--- src/isbf_pkg.sv ---
package isbf_pkg;

    // ==========================================================
    // Register map
    // ==========================================================
    localparam logic [31:0] ADDR_ACTIVE = 32'h0000_0300;
    localparam logic [31:0] ADDR_FAULT = 32'h0000_0d3c;
    localparam logic [31:0] ADDR_MISSED = 32'h4000_a820;
    localparam logic [31:0] ADDR_EVT_STATUS = 32'h0000_0400;
    localparam logic [31:0] ADDR_EVT_MASK = 32'h0000_0404;
    localparam logic [31:0] RESET_ZERO = 32'h0000_0000;

    // ==========================================================
    // Field layouts
    // ==========================================================
    localparam int NUM_SRC = 17;
    localparam int MISS_LO = 2;
    localparam int MISS_HI = 15;
    localparam logic [16:0] MISSED_MASK = 17'h0_fffc;
    localparam int SRC_TIMER_ONE = 0;
    localparam int SRC_TIMER_TWO = 1;
    localparam int SRC_MANAGEMENT = 2;
    localparam int SRC_BASEBAND = 3;
    localparam int SRC_SLEEP_TIMER = 4;
    localparam int SRC_SERIAL_ONE = 5;
    localparam int SRC_SERIAL_TWO = 6;
    localparam int SRC_SECURITY = 7;
    localparam int SRC_RADIO_TIMER = 8;
    localparam int SRC_RADIO_TX = 9;
    localparam int SRC_RADIO_RX = 10;
    localparam int SRC_CONVERTER = 11;
    localparam int SRC_EXT_A = 12;
    localparam int SRC_EXT_D = 15;
    localparam int SRC_DEBUG = 16;

    localparam int FLT_OVERFLOW = 0;
    localparam int FLT_RESERVED = 1;
    localparam int FLT_PROTECT = 2;
    localparam int FLT_WIDTH = 3;
    localparam int FLT_BITS = 4;

    localparam int EVT_MISSED = 0;
    localparam int EVT_FAULT = 1;
    localparam int EVT_BITS = 2;

    typedef enum logic [1:0] {
        ISBF_SIZE_BYTE = 2'b00,
        ISBF_SIZE_HALF = 2'b01,
        ISBF_SIZE_WORD = 2'b10
    } isbf_size_t;

    // ==========================================================
    // Address regions seen by the fault checker
    // ==========================================================
    localparam logic [31:0] FLASH_BASE = 32'h0800_0000;
    localparam logic [31:0] FLASH_TOP = 32'h0801_ffff;
    localparam logic [31:0] FLASH_WIN_END = 32'h0fff_ffff;
    localparam logic [31:0] RAM_BASE = 32'h2000_0000;
    localparam logic [31:0] RAM_TOP = 32'h2000_1fff;
    localparam logic [31:0] RAM_WIN_END = 32'h3fff_ffff;
    localparam logic [31:0] PROT_RAM_TOP = 32'h2000_03ff;
    localparam logic [31:0] APB_BASE = 32'h4000_0000;
    localparam logic [31:0] APB_END = 32'h4000_ffff;
    localparam logic [31:0] SYS_APB_END = 32'h4000_3fff;
    localparam logic [31:0] SYS_AHB_BASE = 32'he000_0000;
    localparam logic [31:0] SYS_AHB_END = 32'he00f_ffff;
    localparam logic [11:0] APB_LAST_OFS = 12'h0fc;
    localparam logic [1:0] WORD_ALIGN = 2'b00;

endpackage

--- src/isbf_fault_check.sv ---
`timescale 1ns/10ps
module isbf_fault_check (
    input wire logic [31:0] acc_addr,
    input wire logic [1:0] acc_size,
    input wire logic acc_write,
    input wire logic acc_priv,
    output logic width_fault,
    output logic prot_fault,
    output logic rsvd_fault
);

    // ==========================================================
    // Region decode
    // ==========================================================
    logic in_apb;
    logic in_sys;
    logic in_prot_ram;
    logic above_flash;
    logic above_ram;

    always_comb begin
        in_apb = (acc_addr >= isbf_pkg::APB_BASE) && (acc_addr <= isbf_pkg::APB_END);
        in_sys = ((acc_addr >= isbf_pkg::APB_BASE) && (acc_addr <= isbf_pkg::SYS_APB_END))
            || ((acc_addr >= isbf_pkg::SYS_AHB_BASE) && (acc_addr <= isbf_pkg::SYS_AHB_END));
        in_prot_ram = (acc_addr >= isbf_pkg::RAM_BASE) && (acc_addr <= isbf_pkg::PROT_RAM_TOP);
        above_flash = (acc_addr > isbf_pkg::FLASH_TOP) && (acc_addr <= isbf_pkg::FLASH_WIN_END);
        above_ram = (acc_addr > isbf_pkg::RAM_TOP) && (acc_addr <= isbf_pkg::RAM_WIN_END);
    end

    // ==========================================================
    // Cause classification
    // ==========================================================
    always_comb begin
        width_fault = (in_apb && (acc_size != isbf_pkg::ISBF_SIZE_WORD))
            || ((acc_size == isbf_pkg::ISBF_SIZE_WORD) && (acc_addr[1:0] != isbf_pkg::WORD_ALIGN));
        prot_fault = acc_write && !acc_priv && (in_sys || in_prot_ram);
        // Every 4 kB block shares one last-register offset here.
        rsvd_fault = (in_apb && (acc_addr[11:0] > isbf_pkg::APB_LAST_OFS))
            || above_flash || above_ram;
    end

endmodule

--- src/isbf_top.sv ---
`timescale 1ns/10ps
module isbf_top (
    input wire logic clk,
    input wire logic sys_rst,
    input wire logic wb_cyc_i,
    input wire logic wb_stb_i,
    input wire logic wb_we_i,
    input wire logic [31:0] wb_adr_i,
    input wire logic [3:0] wb_sel_i,
    input wire logic [31:0] wb_dat_i,
    output logic [31:0] wb_dat_o,
    output logic wb_ack_o,
    input wire logic [16:0] src_event,
    input wire logic [16:0] src_taken,
    input wire logic acc_valid,
    input wire logic [31:0] acc_addr,
    input wire logic [1:0] acc_size,
    input wire logic acc_write,
    input wire logic acc_priv,
    output logic [16:0] active_flags,
    output logic bus_fault,
    output logic irq
);

    // ==========================================================
    // Helpers
    // ==========================================================
    function automatic logic [31:0] lane_mask(input logic [3:0] sel);
        lane_mask = {{8{sel[3]}}, {8{sel[2]}}, {8{sel[1]}}, {8{sel[0]}}};
    endfunction

    function automatic logic addr_hit(input logic [31:0] adr, input logic [31:0] ofs);
        addr_hit = (adr == ofs);
    endfunction

    // ==========================================================
    // State
    // ==========================================================
    logic [16:0] active_q;
    logic [16:0] missed_q;
    logic [3:0] fault_q;
    logic [3:0] fault_d;
    logic [1:0] evt_q;
    logic [1:0] evt_d;
    logic [1:0] emask_q;
    logic ack_q;
    logic [31:0] dat_q;
    logic fault_pulse_q;
    logic irq_q;

    logic req;
    logic wr_take;
    logic [31:0] wr_bits;
    logic [16:0] clr_active;
    logic [16:0] clr_missed;
    logic [3:0] clr_fault;
    logic [1:0] clr_evt;
    logic width_fault;
    logic prot_fault;
    logic rsvd_fault;
    logic fault_hit;
    logic missed_hit;

    // ==========================================================
    // Bus decode
    // ==========================================================
    // A write lands at the edge where the master sees ack, so data and address are
    // guaranteed stable; the read word is captured one edge earlier with the ack.
    always_comb begin
        req = wb_cyc_i && wb_stb_i;
        wr_take = req && wb_we_i && ack_q;
        wr_bits = wb_dat_i & lane_mask(wb_sel_i);
        clr_active = '0;
        clr_missed = '0;
        clr_fault = '0;
        clr_evt = '0;
        if (wr_take && addr_hit(wb_adr_i, isbf_pkg::ADDR_ACTIVE)) begin
            clr_active = wr_bits[16:0];
        end else if (wr_take && addr_hit(wb_adr_i, isbf_pkg::ADDR_MISSED)) begin
            clr_missed = wr_bits[16:0] & isbf_pkg::MISSED_MASK;
        end else if (wr_take && addr_hit(wb_adr_i, isbf_pkg::ADDR_FAULT)) begin
            clr_fault = wr_bits[3:0];
        end else if (wr_take && addr_hit(wb_adr_i, isbf_pkg::ADDR_EVT_STATUS)) begin
            clr_evt = wr_bits[1:0];
        end
    end

    always_ff @(posedge clk) begin
        if (sys_rst) begin
            ack_q <= 1'b0;
        end else begin
            ack_q <= req && !ack_q;
        end
    end

    always_ff @(posedge clk) begin
        if (sys_rst) begin
            dat_q <= isbf_pkg::RESET_ZERO;
        end else if (req && !ack_q) begin
            if (addr_hit(wb_adr_i, isbf_pkg::ADDR_ACTIVE)) begin
                dat_q <= {15'h0000, active_q};
            end else if (addr_hit(wb_adr_i, isbf_pkg::ADDR_MISSED)) begin
                dat_q <= {15'h0000, missed_q};
            end else if (addr_hit(wb_adr_i, isbf_pkg::ADDR_FAULT)) begin
                dat_q <= {28'h000_0000, fault_q};
            end else if (addr_hit(wb_adr_i, isbf_pkg::ADDR_EVT_STATUS)) begin
                dat_q <= {30'h0000_0000, evt_q};
            end else if (addr_hit(wb_adr_i, isbf_pkg::ADDR_EVT_MASK)) begin
                dat_q <= {30'h0000_0000, emask_q};
            end else begin
                dat_q <= isbf_pkg::RESET_ZERO;
            end
        end
    end

    // ==========================================================
    // Active and missed flags
    // ==========================================================
    // Set wins over a clear in the same cycle so no event is lost.
    for (genvar i = 0; i < isbf_pkg::NUM_SRC; i++) begin : g_src
        always_ff @(posedge clk) begin
            if (sys_rst) begin
                active_q[i] <= 1'b0;
            end else if (src_event[i]) begin
                active_q[i] <= 1'b1;
            end else if (src_taken[i] || clr_active[i]) begin
                active_q[i] <= 1'b0;
            end
        end

        if (i >= isbf_pkg::MISS_LO && i <= isbf_pkg::MISS_HI) begin : g_miss
            always_ff @(posedge clk) begin
                if (sys_rst) begin
                    missed_q[i] <= 1'b0;
                end else if (src_event[i] && active_q[i]) begin
                    missed_q[i] <= 1'b1;
                end else if (clr_missed[i]) begin
                    missed_q[i] <= 1'b0;
                end
            end
        end else begin : g_nomiss
            always_comb begin
                missed_q[i] = 1'b0;
            end
        end
    end

    assign missed_hit = |(src_event & active_q & isbf_pkg::MISSED_MASK);

    // ==========================================================
    // Bus fault cause
    // ==========================================================
    isbf_fault_check u_check (
        .acc_addr(acc_addr),
        .acc_size(acc_size),
        .acc_write(acc_write),
        .acc_priv(acc_priv),
        .width_fault(width_fault),
        .prot_fault(prot_fault),
        .rsvd_fault(rsvd_fault)
    );

    always_comb begin
        fault_hit = acc_valid && (width_fault || prot_fault || rsvd_fault);
        fault_d = fault_q & ~clr_fault;
        if (fault_hit) begin
            fault_d[isbf_pkg::FLT_WIDTH] = fault_d[isbf_pkg::FLT_WIDTH] | width_fault;
            fault_d[isbf_pkg::FLT_PROTECT] = fault_d[isbf_pkg::FLT_PROTECT] | prot_fault;
            fault_d[isbf_pkg::FLT_RESERVED] = fault_d[isbf_pkg::FLT_RESERVED] | rsvd_fault;
            // Overflow looks at the register before this cycle's clear.
            fault_d[isbf_pkg::FLT_OVERFLOW] = fault_d[isbf_pkg::FLT_OVERFLOW] | (|fault_q);
        end
    end

    always_ff @(posedge clk) begin
        if (sys_rst) begin
            fault_q <= 4'h0;
        end else begin
            fault_q <= fault_d;
        end
    end

    always_ff @(posedge clk) begin
        if (sys_rst) begin
            fault_pulse_q <= 1'b0;
        end else begin
            fault_pulse_q <= fault_hit;
        end
    end

    // ==========================================================
    // Event status, mask and interrupt
    // ==========================================================
    always_comb begin
        evt_d = evt_q & ~clr_evt;
        evt_d[isbf_pkg::EVT_MISSED] = evt_d[isbf_pkg::EVT_MISSED] | missed_hit;
        evt_d[isbf_pkg::EVT_FAULT] = evt_d[isbf_pkg::EVT_FAULT] | fault_hit;
    end

    always_ff @(posedge clk) begin
        if (sys_rst) begin
            evt_q <= 2'h0;
        end else begin
            evt_q <= evt_d;
        end
    end

    always_ff @(posedge clk) begin
        if (sys_rst) begin
            emask_q <= 2'h0;
        end else if (wr_take && addr_hit(wb_adr_i, isbf_pkg::ADDR_EVT_MASK)) begin
            emask_q <= wb_sel_i[0] ? wr_bits[1:0] : emask_q;
        end
    end

    // Driven from the next status value so the line rises with the status bit.
    always_ff @(posedge clk) begin
        if (sys_rst) begin
            irq_q <= 1'b0;
        end else begin
            irq_q <= |(evt_d & emask_q);
        end
    end

    // ==========================================================
    // Outputs
    // ==========================================================
    assign wb_ack_o = ack_q;
    assign wb_dat_o = dat_q;
    assign active_flags = active_q;
    assign bus_fault = fault_pulse_q;
    assign irq = irq_q;

endmodule

--- config.mk ---
export PLATFORM = sky130hd
export DESIGN_NAME = isbf_top
export DESIGN_NICKNAME = d
export VERILOG_FILES = /design/src/isbf_pkg.sv /design/src/isbf_fault_check.sv /design/src/isbf_top.sv
export SDC_FILE = /design/constraint.sdc
export NUM_CORES = 1
export LEC_CHECK = 0
export BUFFER_PORTS_ARGS = -buffer_cell sky130_fd_sc_hd__buf_2
export CAP_MARGIN = 25
export CELL_PAD_IN_SITES_DETAIL_PLACEMENT = 1
export CELL_PAD_IN_SITES_GLOBAL_PLACEMENT = 2
export CORE_UTILIZATION = 23
export DETAILED_ROUTE_END_ITERATION = 8
export GPL_ROUTABILITY_DRIVEN = 0
export HOLD_SLACK_MARGIN = 0.12
export MAX_ROUTING_LAYER = met4
export PLACE_DENSITY = 0.87
export SETUP_SLACK_MARGIN = 0.05
export SYNTH_ARGS = -nofsm -noshare
export SYNTH_HDL_FRONTEND = slang
export SYNTH_SLANG_ARGS = --single-unit
--- constraint.sdc ---
create_clock -name clk -period 3.4 [get_ports clk]
set_clock_uncertainty 0.15 [all_clocks]
set_input_delay 0.17 -clock clk [delete_from_list [all_inputs] [get_ports clk]]
set_output_delay 0.17 -clock clk [all_outputs]
set_load 0.02 [all_outputs]
# --- After elaboration in Yosys (flattened, before gate mapping) ---
# Index checks and enable logic that the tools add are counted.
classes:
  add_sub_neg: 0
  multipliers: 0
  div_mod_pow: 0
  order_cmp: 12
  eq_ne: 7
  n_shift: 0
  n_mux: 78
  bitwise_logic: 13
  n_reduce_logical: 97
ops:
  columns: ["operator", "n"]
  rows:
  - ["32-bit by 11-bit == test with 1-bit output (second input constant)", 2]
  - ["32-bit by 30-bit <= comparator with 1-bit output (second input constant)", 2]
  - ["32-bit by 31-bit <= comparator with 1-bit output (second input constant)", 2]
  - ["2-bit nonzero test", 32]
  - ["1-bit two-way mux", 62]
  - ["16-bit two-way mux", 3]
  - ["1-bit logical AND", 35]
  - ["17-bit two-way mux", 2]
  - ["32-bit by 10-bit == test with 1-bit output (second input constant)", 1]
  - ["32-bit by 12-bit == test with 1-bit output (second input constant)", 1]
  - ["32-bit by 31-bit == test with 1-bit output (second input constant)", 1]
  - ["32-bit by 30-bit >= comparator with 1-bit output (second input constant)", 1]
  - ["32-bit by 31-bit >= comparator with 1-bit output (second input constant)", 1]
  - ["32-bit >= comparator (second input constant)", 1]
  - ["32-bit by 28-bit greater-than comparator with 1-bit output (second input constant)", 1]
  - ["32-bit by 30-bit greater-than comparator with 1-bit output (second input constant)", 1]
  - ["32-bit by 28-bit <= comparator with 1-bit output (second input constant)", 1]
  - ["32-bit <= comparator (second input constant)", 1]
  - ["1-bit logical OR", 24]
  - ["4-bit two-way mux", 5]
  - ["17-bit AND", 1]
  - ["16-bit AND", 1]
  - ["14-bit OR reduction", 1]
  - ["12-bit by 8-bit greater-than comparator with 1-bit output (second input constant)", 1]
  - ["12 further kinds", 24]
totals:
  regBits: 74
  latchBits: 0
  ramBits: 0
  rom_bits: 0
  in_bits: 144
  elab_cells: 245
  mem_count: 0

# --- Logic depth before layout (Yosys ltp) ---
logic_depth:
  depth_word: 13
  mapped_depth: 9

# --- Cells and area by module ---
# From an unflattened synthesis, not the netlist that was laid out.
unflattened:
  cells_unflattened: 384
  area_unflattened_um2: 3066.7
by_module_without_submodules:
  columns: ["module", "instances", "cells_per_inst", "area_each_um2", "seq_area_each_um2"]
  rows:
  - ["isbf_top", 1, 354, 2875.3, 1181.1]
  - ["isbf_fault_check", 1, 30, 191.4, 0.0]

# --- Worst setup path before layout ---
# Ideal clock, no wire load.
synth_timing:
  path_kind: "input -> register"
  from: "input port wb_adr_i[13]"
  to: "register active_q[0] (netlist: active_flags[0])"
  setup_time_ps: 128
  t_arrival_ps: 1842
  t_required_ps: 3122
  slack_ps: 1280
  cell_stages: 8
  path_cell_list: "or4_1 -> nor4_4 -> and4_1 -> buf_4 -> buf_6 -> nand3_1 -> a31oi_1 -> nor2_1"
synth_between:
  elab_chain_cells: 5
synth_lines:
  columns: ["item", "line_no", "text"]
  rows:
  - ["start, declared", "isbf_top.sv:8", "input wire logic [31:0] wb_adr_i,"]
  - ["32-bit by 10-bit == test with 1-bit output", "isbf_top.sv:33", "addr_hit = (adr == ofs);"]
  - ["1-bit logical AND", "isbf_top.sv:77", "if (wr_take && addr_hit(wb_adr_i, isbf_pkg::ADDR_ACTIVE)) begin"]
  - ["17-bit two-way mux", "isbf_top.sv:77", null]
  - ["1-bit logical OR", "isbf_top.sv:126", "end else if (src_taken[i] || clr_active[i]) begin"]
  - ["2-bit nonzero test (no line)", null, null]
  - ["end signal, assigned by index", "isbf_top.sv:123", "active_q[i] <= 1'b0;"]
  - ["end signal, assigned by index", "isbf_top.sv:125", "active_q[i] <= 1'b1;"]
  - ["end signal, assigned by index", "isbf_top.sv:127", "active_q[i] <= 1'b0;"]
  - ["end, declared", "isbf_top.sv:39", "logic [16:0] active_q;"]
# No other way between the ends.
# A chain may end at the register's enable or synchronous reset.

# --- Final worst setup path ---
layout_timing:
  from: "input port wb_adr_i[13]"
  to: "register active_q[4] (netlist: active_flags[4])"
# The elaborated chain is that of the path after synthesis.

==> results_dict.tcl <==
set metrics [dict create \
    root_buffer "clkbuf_16" \
    start_kind "primary input" \
    area_growth_pct 54.4 \
    worstSetupEndpoint "active_flags[4]" \
    die_x_um 117 \
    outcome "finished clean" \
    r2r_slack_ns 0.91 \
    finalNetCount 739 \
    maxSlewHeadroom 0.517 \
    cts_tree "built" \
    grt.overflow.total 0 \
    via_count 3748 \
    clk_latency_ns 0.32 \
    start_util 0.239 \
    synth_area_per_cell_sq_um 7.84 \
    p_leak_nw 2.09 \
    die_area_sq_mm 0.0137 \
    h-tree-depth 3 \
    grt_antenna_before_repair 1 \
    finalCritPeriodShare 0.782 \
    rsz0062_at_grt "false" \
    dr.first_iter.drc_count 174 \
    ys_ff_latch 59 \
    setup_tns_ns 0 \
    grt_pass1_vias 3872 \
    finalHoldViolations 0 \
    num_rows 41 \
    stdcell_area_sq_mm 0.00471 \
    fin_crit_ns 2.66 \
    hpwlAfterDp_um 9150 \
    post_drt_wl_per_cell_um 15.9 \
    vdd_drop_max_uv 224 \
    syn-instance-count 389 \
    cts.clk_slew.worst_paths_ns 0.05 \
    placed_cell_area_sq_mm 0.00394 \
    drcViolationCount 0 \
    die_h_um 117 \
    cts_inserted_buffers 9 \
    cts.sinks 59 \
    portBuffers 164 \
    wirelength_um 12300 \
    worst_slew_pin_slew_ns 0.725 \
    first_pass_iters 4 \
    async_flop_share 0 \
    worst-r2r-cell-count 8 \
    path_max_fanout 17 \
    grt_max_degree 38 \
    slew_violations 0 \
    coreArea_sq_mm 0.0128 \
    utilization 0.369 \
    setup_viol 0 \
    synth_flop_cell "dfxtp_1" \
    grt_pass1_wl_um 19200 \
    powerDensity_mw_per_mm2 410 \
    cp-end-kind "register" \
    crit_start "wb_adr_i[13]" \
    seq_area_sq_mm 0.00118 \
    required_ns 3.43 \
    synth_warnings 0 \
    fill_cells 1611 \
    hp-class "primary input to register" \
    cts_buffer_depth 2 \
    ant_nets 0 \
    cp_data_arrival_time_ns 2.69 \
    ys_types 47 \
    ios 196 \
    grtUsageTotal 0.190 \
    r2r-end "active_flags[4]" \
    drv_cap 0 \
    fmax_mhz 376 \
    drive_gt1_frac 0.328 \
    ys_seq_area_frac 0.387 \
    synth_edf_count 0 \
    vias_per_cell 4.85 \
    r2r-start "wb_ack_o" \
    synth_area_sq_mm 0.00305 \
    multi_input_area_sq_mm 0.00162 \
    cts_resized 0 \
    critical_path_class "primary input to register" \
]
cell usage in the layout, fill, tap and decap left out, types with 9 or more instances in the layout:
cell / netlist / layout
nor4_1: 10 / 10
clkbuf_16: 0 / 9
nor2_1: 49 / 49
nor3_1: 19 / 19
conb_1: 1 / 15
dlygate4sd3_1: 0 / 49
nand4_1: 9 / 9
o21ai_0: 24 / 24
nand3_1: 20 / 20
buf_2: 1 / 164
a31oi_1: 18 / 18
dfxtp_1: 59 / 59
inv_1: 18 / 18
a221oi_1: 15 / 15
a21oi_1: 22 / 22
nand2_1: 39 / 39
layout make-up:
class,instances,area share
flip-flops and latches,59,0.251
well taps,172,0.0457
diodes,1,0.000531
clock buffers,12,0.0544
clock inverters,4,0.00531
inverters,18,0.0143
multi-input cells,290,0.344
repair buffers,217,0.285
how the worst min path moves through the flow:
| stage | cells after the start | from | slack [ns] | to |
|---|---|---|---|---|
| 2_1_floorplan | 1 | sys_rst | 0.10 | evt_q[0] |
| 3_3_place_gp | 3 | src_event[16] | 0.23 | active_flags[16] |
| 5_1_grt | 4 | wb_dat_i[2] | 0.19 | fault_q[2] |
| 3_5_place_dp | 3 | src_event[0] | 0.24 | active_flags[0] |
| 6_report | 4 | wb_dat_i[2] | 0.15 | missed_q[2] |
| 4_1_cts | 4 | wb_dat_i[2] | 0.15 | missed_q[2] |
report_power, final:
| part | leakage [nW] | internal [W] | switching, W | total [W] |
|---|---|---|---|---|
| logic | 1.47 | 0.000155 | 0.000178 | 0.000333 |
| clock network | 0.135 | 0.000529 | 0.000309 | 0.000838 |
| registers | 0.486 | 0.000730 | 0.0000278 | 0.000758 |
logic make-up (layout without fill, tap and decap cells):
family | count (synthesis) | count (layout) | share of synthesized area
simple gates | 179 | 179 | 0.303
compound gates | 92 | 92 | 0.197
flops | 59 | 59 | 0.387
buf+inv | 54 | 251 | 0.0984
mux | 4 | 4 | 0.0131
other cells | 1 | 16 | 0.00123
sequential cells by signal (all words and copies together), names as in the netlist:
name          cells
active_flags     17
wb_dat_o         17
missed_q         14
fault_q           4
emask_q           2
evt_q             2
bus_fault         1
irq               1
wb_ack_o          1
critical path: stages:
cell	delay, ns
buf_2	0.10
or4_1	0.59
nor4_4	0.37
and4_1	0.24
buf_4	0.26
nand3_1	0.11
a31oi_1	0.21
dlygate4sd3_1	0.59
nor2_1	0.04
repair_timing:
action                    in CTS  in global routing
setup buffers                  0                  0
hold endpoints to repair      34                  0
hold buffers                  49                  0
per-stage QoR:
stage	hold WS, ns	setup WS (ns)	std cells	power (W)
after global placement	0.232	0.900	707	0.00104
after detailed placement	0.242	0.838	707	0.00106
final	0.146	0.741	773	0.00193
after CTS	0.149	0.773	772	0.00194
after floorplan	0.101	1.28	403	0.000922
after global routing	0.195	0.581	773	0.00202
metal layers:
layer | vias to the layer above | part of all wire | GRT usage
met2 | 130 | 0.53 | 0.329
li1 | 1811 | - | -
met3 | 25 | 0.038 | 0.0335
met4 | 0 | 0.025 | 0.0743
met5 | - | 0 | -
met1 | 1782 | 0.41 | 0.218
synth_stat cells, drive strengths merged (2+ instances only):
master  number  area (sq um)
dfxtp       59          1180
a21oi       22           110
o21ai       24           120
inv         18          67.6
and3         3          20.0
nand4b       3          26.3
nand4        9          56.3
nand3       21           118
nand2       39           146
nor2b        3          18.8
nand3b       3          22.5
a211oi       4          30.0
a221oi      15           131
a31oi       18           113
or4          3          26.3
o41ai        2          32.5
mux2i        4          40.0
or3          3          20.0
nor3        19          95.1
or2          2          12.5
nor4        11          83.8
and4         4          36.3
buf         21           166
clkbuf      15          66.3
nor4b        2          23.8
nor2        49           184
and2         3          18.8
(Power assumes the default switching activity.)
